`src/opsl_pkg.sv`:
```
/*
  Package for the output port and strobe logic: timing counts, mode
  encodings, reset values and the carrier structs shared by the design.
  Assumes a 125 MHz system clock from which bus-phase events are
  supplied as one-cycle qualifier pulses by the surrounding core.
*/
// Functional notes
// RQ1: Eight port pins are always outputs, no direction control in any mode.
// RQ2: Expanded modes pass port accesses to the external bus, not handled internally.
// RQ3: External logic must emulate port and strobe functions in expanded modes.
// RQ4: Single-chip read returns the latched output value, not pin levels.
// RQ5: No internal port read enable for port accesses in expanded modes.
// RQ6: Single-chip port write loads internal bus data into the port latch.
// RQ7: Reset in single-chip mode drives every port pin low.
// RQ8: Expanded mode passes high address while strobe high, holds while low.
// RQ9: Port pins change at the falling edge of the second phase clock.
// RQ10: Port value never changes in the same bus cycle as its read.
// RQ11: High address stays valid one eighth cycle after bus clock falls.
// RQ12: Expanded mode shared pin outputs read/write through an address-strobe latch.
// RQ13: Single-chip mode shared pin outputs the handshake output strobe.
// RQ14: Strobe active low with polarity bit 0, active high with 1.
// RQ15: Handshake 0 gives simple strobe; 1/1 full output; 1/0 full input.
// RQ16: Simple strobe begins at phase-two rise after an output port write.
// RQ17: Full-input strobe begins at phase-two rise after latched input read.
// RQ18: Full-output strobe begins at phase-two rise after latched port write.
// RQ19: Simple or pulsed strobe ends exactly two bus clock periods after start.
// RQ20: Interlocked strobe ends at phase-two rise after active input strobe edge.
// RQ21: Setting pulsed bit while handshaking ends an active strobe at next rise.
// RQ22: Strobe holds active from start until an end condition, then inactive.
package opsl_pkg;

  // -----------------------------------------------------------------
  // Widths and reset values
  // -----------------------------------------------------------------
  localparam int          OPSL_PORT_W      = 8;
  localparam logic [7:0]  OPSL_PORT_RST    = 8'h00;
  localparam logic [1:0]  OPSL_BUS_PERIODS = 2'h2;   // Pulsed strobe length in bus periods

  // -----------------------------------------------------------------
  // Strobe modes and state
  // -----------------------------------------------------------------
  typedef enum logic [1:0] {
    OPSL_MODE_SIMPLE   = 2'h0,
    OPSL_MODE_FULL_IN  = 2'h1,
    OPSL_MODE_FULL_OUT = 2'h3
  } opsl_mode_t;

  typedef enum logic [1:0] {
    OPSL_ST_IDLE   = 2'h0,
    OPSL_ST_ARMED  = 2'h1,
    OPSL_ST_ACTIVE = 2'h3
  } opsl_state_t;

  // Handshake control bits
  typedef struct packed {
    logic handshake_enable;
    logic direction_select;
    logic pulsed_strobe_select;
    logic strobe_polarity_invert;
    logic input_edge_rising;
  } opsl_ctrl_t;

  // Bus phase qualifiers, one-cycle pulses in the clk domain
  typedef struct packed {
    logic ph2_rise;
    logic ph2_fall;
    logic e_fall;
    logic addr_latch_strobe;
  } opsl_phase_t;

endpackage : opsl_pkg

```
`src/opsl_port.sv`:
```
/*
  Output port latch, shared read/write or strobe pin and the handshake
  strobe sequencer. All timing is expressed as qualifier pulses on clk;
  the core supplies phase events, access decodes and control bits on the
  same clock. The handshake input strobe arrives from a pin and is
  synchronised here.
*/
`timescale 1ns/1ps
`default_nettype none
module opsl_port
  import opsl_pkg::*;
#(
  parameter int PORT_W = OPSL_PORT_W
) (
  // Clock and reset
  input  wire logic              clk,
  input  wire logic              reset,
  // Mode and control
  input  wire logic              expanded_mode_select,
  input  wire opsl_ctrl_t        ctrl,
  input  wire logic              ctrl_write,
  input  wire opsl_phase_t       phase,
  // Internal access decodes
  input  wire logic              port_access_read,
  input  wire logic              port_access_write,
  input  wire logic              latched_input_read,
  input  wire logic              latched_port_write,
  input  wire logic [PORT_W-1:0] wdata,
  input  wire logic [PORT_W-1:0] high_address,
  input  wire logic              bus_read_write,
  // Core side results
  output logic                   port_read_enable,
  output logic                   port_external_access,
  output logic [PORT_W-1:0]      port_rdata,
  // Pins
  input  wire logic              handshake_input_strobe,
  output logic [PORT_W-1:0]      port_pins,
  output logic                   rw_strobe_pin
);

  // -----------------------------------------------------------------
  // Parameter check
  // -----------------------------------------------------------------
  if (PORT_W != OPSL_PORT_W) begin : g_bad_w
    $error("opsl_port: port width must be eight");
  end

  // -----------------------------------------------------------------
  // Port latch
  // -----------------------------------------------------------------
  logic [PORT_W-1:0] half_latch_ff, nxt_half_latch;
  logic [PORT_W-1:0] pend_data_ff, nxt_pend_data;
  logic              pend_ff, nxt_pend;
  logic              rw_latch_ff, nxt_rw_latch;
  logic [PORT_W-1:0] nxt_port_rdata;
  logic              port_write_pulse;

  // Writes only count in single-chip mode; in expanded mode they go out
  assign port_write_pulse     = port_access_write & ~expanded_mode_select; // RQ2
  assign port_read_enable     = port_access_read & ~expanded_mode_select;  // RQ5
  assign port_external_access = (port_access_read | port_access_write) & expanded_mode_select; // RQ2

  // Write data waits for phase-two fall, so a read earlier in the cycle sees the old value
  always_comb begin
    nxt_half_latch = half_latch_ff;
    nxt_pend_data  = pend_data_ff;
    nxt_pend       = pend_ff;
    nxt_rw_latch   = rw_latch_ff;
    if (expanded_mode_select) begin
      nxt_pend = 1'b0;
      // Transparent while the address strobe is high, held while low
      if (phase.addr_latch_strobe) begin
        nxt_half_latch = high_address; // RQ8 RQ11
        nxt_rw_latch   = bus_read_write; // RQ12
      end
    end else begin
      if (port_write_pulse) begin
        nxt_pend_data = wdata; // RQ6
        nxt_pend      = 1'b1;
      end
      if (pend_ff && phase.ph2_fall) begin
        nxt_half_latch = pend_data_ff; // RQ9 RQ10
        nxt_pend       = port_write_pulse;
      end
    end
  end

  always_ff @(posedge clk) begin
    if (reset) begin
      half_latch_ff <= PORT_W'(OPSL_PORT_RST); // RQ7
      pend_data_ff  <= PORT_W'(OPSL_PORT_RST);
      pend_ff       <= 1'b0;
      rw_latch_ff   <= 1'b1;
    end else begin
      half_latch_ff <= nxt_half_latch;
      pend_data_ff  <= nxt_pend_data;
      pend_ff       <= nxt_pend;
      rw_latch_ff   <= nxt_rw_latch;
    end
  end

  // Pins are always driven; no direction control exists
  assign port_pins  = half_latch_ff; // RQ1
  // Readback comes from the latch, never from the pins; zero outside a read
  always_comb begin
    nxt_port_rdata = port_read_enable ? half_latch_ff : PORT_W'(OPSL_PORT_RST); // RQ4
  end

  always_ff @(posedge clk) begin
    if (reset) begin
      port_rdata <= PORT_W'(OPSL_PORT_RST);
    end else begin
      port_rdata <= nxt_port_rdata;
    end
  end

  // -----------------------------------------------------------------
  // Input strobe synchroniser: three flops, second and third agree
  // -----------------------------------------------------------------
  logic [2:0] sync_ff, nxt_sync;
  logic       in_level_ff, nxt_in_level;
  logic       in_edge;

  // Only the last two stages decide, so a metastable first stage never leaks out
  always_comb begin
    nxt_sync     = {sync_ff[1:0], handshake_input_strobe};
    nxt_in_level = (sync_ff[1] == sync_ff[2]) ? sync_ff[2] : in_level_ff;
  end

  // Only a transition toward the selected level counts as an active edge
  assign in_edge = (nxt_in_level != in_level_ff) && (nxt_in_level == ctrl.input_edge_rising);

  always_ff @(posedge clk) begin
    if (reset) begin
      sync_ff     <= 3'h0;
      in_level_ff <= 1'b0;
    end else begin
      sync_ff     <= nxt_sync;
      in_level_ff <= nxt_in_level;
    end
  end

  // -----------------------------------------------------------------
  // Strobe sequencer
  // -----------------------------------------------------------------
  opsl_state_t state_ff, nxt_state;
  opsl_mode_t  mode;
  logic [1:0]  per_cnt_ff, nxt_per_cnt;
  logic        seen_edge_ff, nxt_seen_edge;
  logic        early_end_ff, nxt_early_end;
  logic        start_req;
  logic        pulsed;
  logic        strobe_active;

  // Handshake off ignores the direction bit
  always_comb begin
    if (!ctrl.handshake_enable) begin
      mode = OPSL_MODE_SIMPLE; // RQ15
    end else if (ctrl.direction_select) begin
      mode = OPSL_MODE_FULL_OUT;
    end else begin
      mode = OPSL_MODE_FULL_IN;
    end
  end

  always_comb begin
    case (mode)
      OPSL_MODE_SIMPLE:   start_req = port_write_pulse; // RQ16
      OPSL_MODE_FULL_IN:  start_req = latched_input_read; // RQ17
      OPSL_MODE_FULL_OUT: start_req = latched_port_write; // RQ18
      default:            start_req = 1'b0;
    endcase
  end

  // Simple strobe is always pulsed, whatever the pulsed bit says
  assign pulsed = ~ctrl.handshake_enable | ctrl.pulsed_strobe_select;

  // Armed waits for the phase-two rise; active counts bus periods or waits on the input edge
  always_comb begin
    nxt_state     = state_ff;
    nxt_per_cnt   = per_cnt_ff;
    nxt_seen_edge = seen_edge_ff;
    nxt_early_end = early_end_ff;
    case (state_ff)
      OPSL_ST_IDLE: begin
        if (start_req) begin
          nxt_state = OPSL_ST_ARMED;
        end
      end
      OPSL_ST_ARMED: begin
        if (phase.ph2_rise) begin
          nxt_state     = OPSL_ST_ACTIVE;
          nxt_per_cnt   = 2'h0;
          // Clearing here drops a stale input edge left from an earlier strobe
          nxt_seen_edge = 1'b0;
          nxt_early_end = 1'b0;
        end
      end
      OPSL_ST_ACTIVE: begin
        if (in_edge) begin
          nxt_seen_edge = 1'b1;
        end
        // A late switch to pulsed must not leave an interlocked strobe hanging
        if (ctrl_write && ctrl.handshake_enable && ctrl.pulsed_strobe_select) begin
          nxt_early_end = 1'b1; // RQ21
        end
        if (phase.ph2_rise) begin
          nxt_per_cnt = per_cnt_ff + 2'h1;
          if ((pulsed && (per_cnt_ff + 2'h1 == OPSL_BUS_PERIODS)) || early_end_ff ||
              (!pulsed && seen_edge_ff)) begin
            nxt_state = start_req ? OPSL_ST_ARMED : OPSL_ST_IDLE; // RQ19 RQ20 RQ22
          end
        end
      end
      default: nxt_state = OPSL_ST_IDLE;
    endcase
    // Leaving single-chip mode abandons any strobe in flight
    if (expanded_mode_select) begin
      nxt_state = OPSL_ST_IDLE;
    end
  end

  always_ff @(posedge clk) begin
    if (reset) begin
      state_ff     <= OPSL_ST_IDLE;
      per_cnt_ff   <= 2'h0;
      seen_edge_ff <= 1'b0;
      early_end_ff <= 1'b0;
    end else begin
      state_ff     <= nxt_state;
      per_cnt_ff   <= nxt_per_cnt;
      seen_edge_ff <= nxt_seen_edge;
      early_end_ff <= nxt_early_end;
    end
  end

  // Only the active state drives the strobe; armed still shows the idle level
  assign strobe_active = (state_ff == OPSL_ST_ACTIVE);

  // Shared pin: read/write latch in expanded mode, polarity-steered strobe otherwise
  assign rw_strobe_pin = expanded_mode_select ? rw_latch_ff   // RQ12
                       : (strobe_active ~^ ctrl.strobe_polarity_invert); // RQ13 RQ14

  // -----------------------------------------------------------------
  // Assertions
  // -----------------------------------------------------------------
  AST_NO_READ_EXP: assert property (@(posedge clk) disable iff (reset) // RQ5
    expanded_mode_select |-> !port_read_enable) else $error("port read enable in expanded mode");
  AST_WRITE_LANDS: assert property (@(posedge clk) disable iff (reset) // RQ6
    (pend_ff && phase.ph2_fall && !expanded_mode_select) |=> port_pins == $past(pend_data_ff))
    else $error("port write did not reach pins");
  AST_STABLE_NO_FALL: assert property (@(posedge clk) disable iff (reset) // RQ9
    (!expanded_mode_select && !phase.ph2_fall && !$past(expanded_mode_select)) |=> $stable(port_pins))
    else $error("port pins changed away from phase-two fall");
  AST_ADDR_HOLD: assert property (@(posedge clk) disable iff (reset) // RQ8
    (expanded_mode_select && !phase.addr_latch_strobe) |=> $stable(port_pins))
    else $error("address changed while strobe low");
  AST_RW_PASS: assert property (@(posedge clk) disable iff (reset) // RQ12
    (expanded_mode_select && phase.addr_latch_strobe) |=> rw_strobe_pin == $past(bus_read_write))
    else $error("read/write not passed through latch");
  AST_POLARITY: assert property (@(posedge clk) disable iff (reset) // RQ14
    (!expanded_mode_select && !strobe_active) |-> rw_strobe_pin == ~ctrl.strobe_polarity_invert)
    else $error("inactive strobe level wrong");
  AST_START_RISE: assert property (@(posedge clk) disable iff (reset) // RQ16
    (state_ff == OPSL_ST_ARMED && phase.ph2_rise && !expanded_mode_select) |=> strobe_active)
    else $error("strobe did not start at phase-two rise");
  AST_ACTIVE_ON_RISE: assert property (@(posedge clk) disable iff (reset) // RQ22
    (!strobe_active ##1 strobe_active) |-> $past(phase.ph2_rise))
    else $error("strobe began away from phase-two rise");
  AST_PULSE_LEN: assert property (@(posedge clk) disable iff (reset) // RQ19
    (strobe_active && pulsed && phase.ph2_rise && per_cnt_ff == 2'h1 && !expanded_mode_select)
    |=> !strobe_active || state_ff == OPSL_ST_ARMED) else $error("pulsed strobe length wrong");
  AST_EARLY_END: assert property (@(posedge clk) disable iff (reset) // RQ21
    (strobe_active && early_end_ff && phase.ph2_rise) |=> !strobe_active)
    else $error("strobe not ended after pulsed bit set");
  // Interlocked end waits for a synchronised input edge, or for an early end after a pulsed-bit write
  AST_INTERLOCK_END: assert property (@(posedge clk) disable iff (reset) // RQ20
    (strobe_active && !pulsed && seen_edge_ff && phase.ph2_rise) |=> !strobe_active)
    else $error("interlocked strobe not ended after input edge");
  // Start conditions of the two full handshake modes
  AST_FULL_IN_START: assert property (@(posedge clk) disable iff (reset) // RQ17
    (state_ff == OPSL_ST_IDLE && mode == OPSL_MODE_FULL_IN && latched_input_read && !expanded_mode_select)
    |=> state_ff == OPSL_ST_ARMED) else $error("full-input strobe not armed by latched read");
  AST_FULL_OUT_START: assert property (@(posedge clk) disable iff (reset) // RQ18
    (state_ff == OPSL_ST_IDLE && mode == OPSL_MODE_FULL_OUT && latched_port_write && !expanded_mode_select)
    |=> state_ff == OPSL_ST_ARMED) else $error("full-output strobe not armed by latched write");
  // Reset and readback; the reset check stays live while reset is high
  AST_RESET_LOW: assert property (@(posedge clk) // RQ7
    reset |=> port_pins == PORT_W'(OPSL_PORT_RST)) else $error("port pins not low after reset");
  AST_READ_LATCH: assert property (@(posedge clk) disable iff (reset) // RQ4
    port_read_enable |=> port_rdata == $past(port_pins)) else $error("readback differs from latch");

  // -----------------------------------------------------------------
  // Cover points
  // -----------------------------------------------------------------
  COV_SIMPLE: cover property (@(posedge clk) disable iff (reset) strobe_active && mode == OPSL_MODE_SIMPLE);
  COV_FULL_IN: cover property (@(posedge clk) disable iff (reset) strobe_active && mode == OPSL_MODE_FULL_IN);
  COV_INTERLOCK: cover property (@(posedge clk) disable iff (reset) strobe_active && seen_edge_ff);
  COV_EXPANDED: cover property (@(posedge clk) disable iff (reset) expanded_mode_select && phase.addr_latch_strobe);
  COV_EARLY_END: cover property (@(posedge clk) disable iff (reset) strobe_active && early_end_ff);

endmodule : opsl_port
`default_nettype wire

```
`config.mk`:
```
export PLATFORM = sky130hd
export DESIGN_NAME = opsl_port
export DESIGN_NICKNAME = d
export VERILOG_FILES = /design/src/opsl_pkg.sv /design/src/opsl_port.sv
export SDC_FILE = /design/constraint.sdc
export NUM_CORES = 1
export LEC_CHECK = 0
export BUFFER_PORTS_ARGS = -buffer_cell sky130_fd_sc_hd__buf_4
export CAP_MARGIN = 0
export CORE_MARGIN = 5
export CORE_UTILIZATION = 45
export DETAILED_ROUTE_END_ITERATION = 10
export PLACE_DENSITY = 0.76
export REMOVE_ABC_BUFFERS = 1
export SETUP_SLACK_MARGIN = 0.05
export SLEW_MARGIN = 20
export SYNTH_ARGS = -nofsm -noshare
export SYNTH_HDL_FRONTEND = slang
export SYNTH_SLANG_ARGS = --single-unit
```
`constraint.sdc`:
```
create_clock -name clk -period 3.3 [get_ports clk]
set_clock_uncertainty 0.1 [all_clocks]
set_input_delay 0.495 -clock clk [delete_from_list [all_inputs] [get_ports clk]]
set_output_delay 0.495 -clock clk [all_outputs]
set_load 0.03 [all_outputs]
```
==> results of run 1 <==
state kept, by name, indices dropped and copies added, names as in the netlist:
name          cells
pend_data_ff      8
port_pins         8
port_rdata        8
sync_ff           3
per_cnt_ff        2
state_ff          2
early_end_ff      1
in_level_ff       1
pend_ff           1
rw_latch_ff       1
seen_edge_ff      1
worst max-delay path: stages, from the launching register on:
cell and delay, ns:
dfxtp_1 0.53, nand2_1 0.11, xnor2_1 0.13, o21ai_0 0.15, buf_4 0.18
layout by cell type, fill, tap and decap left out, types with 2 or more instances in the layout:
cell | netlist | layout
nor3_1 | 9 | 9
nand4b_1 | 2 | 2
buf_4 | 1 | 52
inv_1 | 3 | 3
clkbuf_4 | 0 | 5
clkinv_2 | 0 | 2
a21oi_1 | 13 | 13
o21ai_0 | 3 | 3
nand2b_1 | 2 | 2
mux2i_1 | 9 | 9
dfxtp_1 | 36 | 36
a31oi_1 | 2 | 2
a211oi_2 | 8 | 8
nand2_1 | 23 | 23
and3_1 | 8 | 8
nor2b_1 | 7 | 7
nor2_1 | 4 | 4
cell type report:
type | instances | area, sq um | share of cell area
Multi-Input combinational cell | 107 | 703 | 0.363
Clock buffer | 5 | 37.5 | 0.0194
Tap cell | 46 | 57.6 | 0.0297
Timing Repair Buffer | 52 | 390 | 0.201
Inverter | 3 | 11.3 | 0.00581
Clock inverter | 3 | 18.8 | 0.00968
Sequential cell | 36 | 721 | 0.372
logic make-up (layout without fill, tap and decap cells):
| group | Yosys count | in the layout | share of synthesized area |
|---|---|---|---|
| AOI/OAI and AO/OA | 35 | 35 | 0.180 |
| buffers and inverters | 15 | 63 | 0.0509 |
| muxes | 10 | 10 | 0.0676 |
| xor gates and xnor gates | 1 | 1 | 0.00584 |
| DFF | 36 | 36 | 0.480 |
| and+or+nand+nor | 60 | 60 | 0.207 |
| adders and majority gates | 1 | 1 | 0.00834 |
power by group:
part	leakage [uW]	switching (uW)	internal, uW
registers	0.000294	12.3	451
clock network	0.0000349	141	81.8
logic	0.000525	72.4	63.9
path summary, 6_finish.rpt:
path	endpoint	cells past startpoint
worst max register to register	port_pins[6]	3
worst min register to register	sync_ff[1]	1
worst max-delay path	rw_strobe_pin	4
worst min-delay path	rw_latch_ff	2
layer usage:
layer / global-route usage / share of wire / wire length (um)
met1: 0.188 / 0.43 / 1430
met4: 0.0456 / 0.011 / 38
met2: 0.265 / 0.51 / 1690
met5: 0 / 0 / 0
met3: 0.0333 / 0.048 / 161
stage by stage:
step	instances	worst slack, ns	total power, uW
after CTS	252	1.28	832
after detailed placement	244	1.37	610
final	252	1.27	823
after global routing	252	1.12	871
after global placement	244	1.41	606
after floorplan	146	1.40	538
cell usage after synthesis (3+ instances only):
cell type | n | area share
mux2i_1 | 9 | 0.060
clkbuf_1 | 6 | 0.015
and3_1 | 8 | 0.033
nor2_1 | 4 | 0.010
a211oi_2 | 8 | 0.067
o21ai_0 | 3 | 0.010
dfxtp_1 | 36 | 0.48
inv_1 | 3 | 0.0075
nand2_1 | 23 | 0.058
nor2b_1 | 7 | 0.029
nor3_1 | 9 | 0.030
a21oi_1 | 13 | 0.043
==> out/qor.yml, run 1 <==
area_growth_pct: 29.3
hold_path.class: "input pin to register"
drc: 0
numPortBuffers: 52
yosysUniqueCellTypes: 36
grt_max_degree: 28
dp_hpwl_um: 2470
max_cap_violations: 0
io_pins: 54
nets: 241
die_area_sq_um: 4590
report.final.slew_viol_count: 0
post-route-cell-area_sq_um: 1940
ant_nets: 0
vias: 1265
core_area_sq_um: 3280
clock_path_buffers: 2
gr-usage-all-layers: 0.153
fmax_mhz: 494
syn_inst: 158
yosysWarnings: 0
drive_gt1_frac: 0.340
rsz0062_at_grt: "no"
cts_buffers: 5
drt-pass1-iter-count: 5
cts.sinks: 36
ys.flop_type: "dfxtp_1"
grt_pass1_wl_um: 5310
min_period_over_period: 0.614
tightest_slew_ns: 0.528
start_util: 0.457
utilization: 0.590
first_global_vias: 1170
hold_start: "bus_read_write"
fill_cells: 301
clkTransAtPathRegs_ns: 0.11
synth.ff_latch_count: 36
drt_iter0_markers: 63
wl_um: 3320
worstSetupStartpointType: "register"
synth_edf_count: 0
root_buffer: "clkbuf_4"
crit_type: "register to output pin"
htreeDepth: 2
globalplace.congestion: 0.771
relSlewSlack: 0.647
reg2reg_setup_slack_ns: 1.86
ys_async_sr_fraction: 0
overflow: 0
worstSetupStartpoint: "state_ff[1]"
tns_ns: 0
worstPathRequired_ns: 2.70
setup_viol: 0
hold_viol: 0
vias_per_cell: 5.02
die_h_um: 67.7
die_w_um: 67.7
path_max_fanout: 9
outcome: "complete, no violations"
postCtsSetupBuffers: 0
rows: 21
clock_latency_ns: 0.32
critPathArrivalTime_ns: 1.43
grt_antenna_before_repair: 0
syn_avg_cell_area_sq_um: 9.49
holdBufCountCts: 0
setup.worst_path.end_class: "output pin"
diodes: 0
ir_drop_v: 0.000217
r2r-start: "pend_ff"
cts_tree: "done"
seq_area_frac_synth: 0.480
wl_per_cell_um: 13.2
whs_ns: 0.264
fin_crit_ns: 2.03
placed_area_sq_um: 1880
p_per_area_nw_per_um2: 424
p_leak_uw: 0.000854
syn_area_sq_um: 1500
cts_resized: 0
No activity file was read; power rests on OpenSTA's default activity.
==> run 2, diff against run 1 <==
- CORE_UTILIZATION: 45 -> 43
- clock period: 3.3 -> 1.8 ns (I/O delays scaled with it)
==> out/qor.yml, run 2 (synthesis gave the netlist of run 1 again) <==
outcome: "complete, no violations"
critPathArrivalTime_ns: 1.26
die_h_um: 69.1
setup.worst_path.end_class: "output pin"
clock_latency_ns: 0.34
cts_buffers: 5
crit_buf_inv: 1
cp_top_family: "flip-flops"
layout_setup_ws_ns: 0.166
cpPeakStageDelay_ns: 0.41
worstPathRequired_ns: 1.43
cts.sinks: 36
hold_path.class: "input pin to register"
worstSetupStartpointType: "register"
path_max_fanout: 9
layout_commonest_cell: "buf_4"
htreeDepth: 2
drc: 0
tightest_slew_ns: 0.514
place_ws_ns: 0.149
vias_per_cell: 5.18
dp_hpwl_um: 2700
clkTransAtPathRegs_ns: 0.10
core_area_sq_um: 3360
gr-usage-all-layers: 0.153
drt-pass1-iter-count: 4
report.final.slew_viol_count: 0
drive_gt1_frac: 0.352
fmax_mhz: 612
hold_start: "bus_read_write"
drt_iter0_markers: 58
crit_type: "register to output pin"
die_area_sq_um: 4770
grt_antenna_before_repair: 0
ant_nets: 0
overflow: 0
nets: 245
r2r-start: "pend_ff"
io_pins: 54
holdBufCountCts: 0
numPortBuffers: 52
path_cells: "nand2_1, xnor2_1, o21ai_0, buf_4"
vias: 1325
die_w_um: 69.1
wl_um: 3510
critical-path-slowest-cell: "dfxtp_4"
globalplace.congestion: 0.715
hold_viol: 0
rows: 21
fin_crit_ns: 1.63
min_period_over_period: 0.908
fin_cells: 256
relSlewSlack: 0.657
first_global_vias: 1321
wl_per_cell_um: 13.7
setup_viol: 0
final_cell_mix: "buf_4, dfxtp_1, nand2_1, a21oi_1"
clock_path_buffers: 2
cts_tree: "done"
rsz0062_at_grt: "no"
max_cap_violations: 0
p_leak_uw: 0.000873
ir_drop_v: 0.000364
grt_max_degree: 18
start_util: 0.446
place_inst: 248
diodes: 0
area_growth_pct: 31.9
worstSetupStartpoint: "state_ff[0]"
root_buffer: "clkbuf_4"
p_per_area_nw_per_um2: 783
grt_pass1_wl_um: 5890
fill_cells: 327
tns_ns: 0
[run 2: cell types whose count changed in the layout (fill, tap and decap cells not counted), sizes merged]
cell and delta:
clkinv -3, buf +4, clkbuf +3
[run 2: final timing paths]
path | depth (start not counted) | slack, ns | end
min | 2 | 0.03 | rw_latch_ff
max reg2reg | 3 | 0.34 | port_pins[2]
min reg2reg | 1 | 0.34 | sync_ff[1]
max | 4 | 0.17 | rw_strobe_pin
[run 2: per-layer routing]
| metal | vias up | part of all wire | track usage |
|---|---|---|---|
| li1 | 656 | - | - |
| met1 | 611 | 0.43 | 0.175 |
| met2 | 51 | 0.49 | 0.256 |
| met3 | 7 | 0.063 | 0.0436 |
| met4 | 0 | 0.016 | 0.0824 |
| met5 | - | 0 | 0 |
[run 2: final cells by class]
type	count	area (sq um)	area share
sequential	36	728	0.368
multi-input combinational	107	703	0.355
timing repair buffer	56	420	0.212
clock buffer	8	58.8	0.0297
tap	46	57.6	0.0291
inverter	3	11.3	0.00569
[run 2: per-stage QoR]
step	cell area (sq um)	power, uW	util	hold slack, ns
6_report	1980	1550	0.589	0.0323
4_1_cts	1970	1560	0.587	0.0307
3_5_place_dp	1910	1130	0.569	0.324
3_3_place_gp	1910	1120	0.569	0.318
5_1_grt	1980	1620	0.589	0.0233
2_1_floorplan	1440	987	-	0.235
[run 2: report_power, final]
group	switching, uW	internal [uW]
Clock	250	193
Sequential	23.0	826
Combinational	137	123
Total	409	1140
[run 2: timing repair]
| action | 4_1_cts | 5_1_grt |
|---|---|---|
| endpoints found under the setup margin | 1 | 1 |
| cloned | 0 | 0 |
| buffers inserted | 0 | 0 |
| gates resized for setup | 2 | 2 |
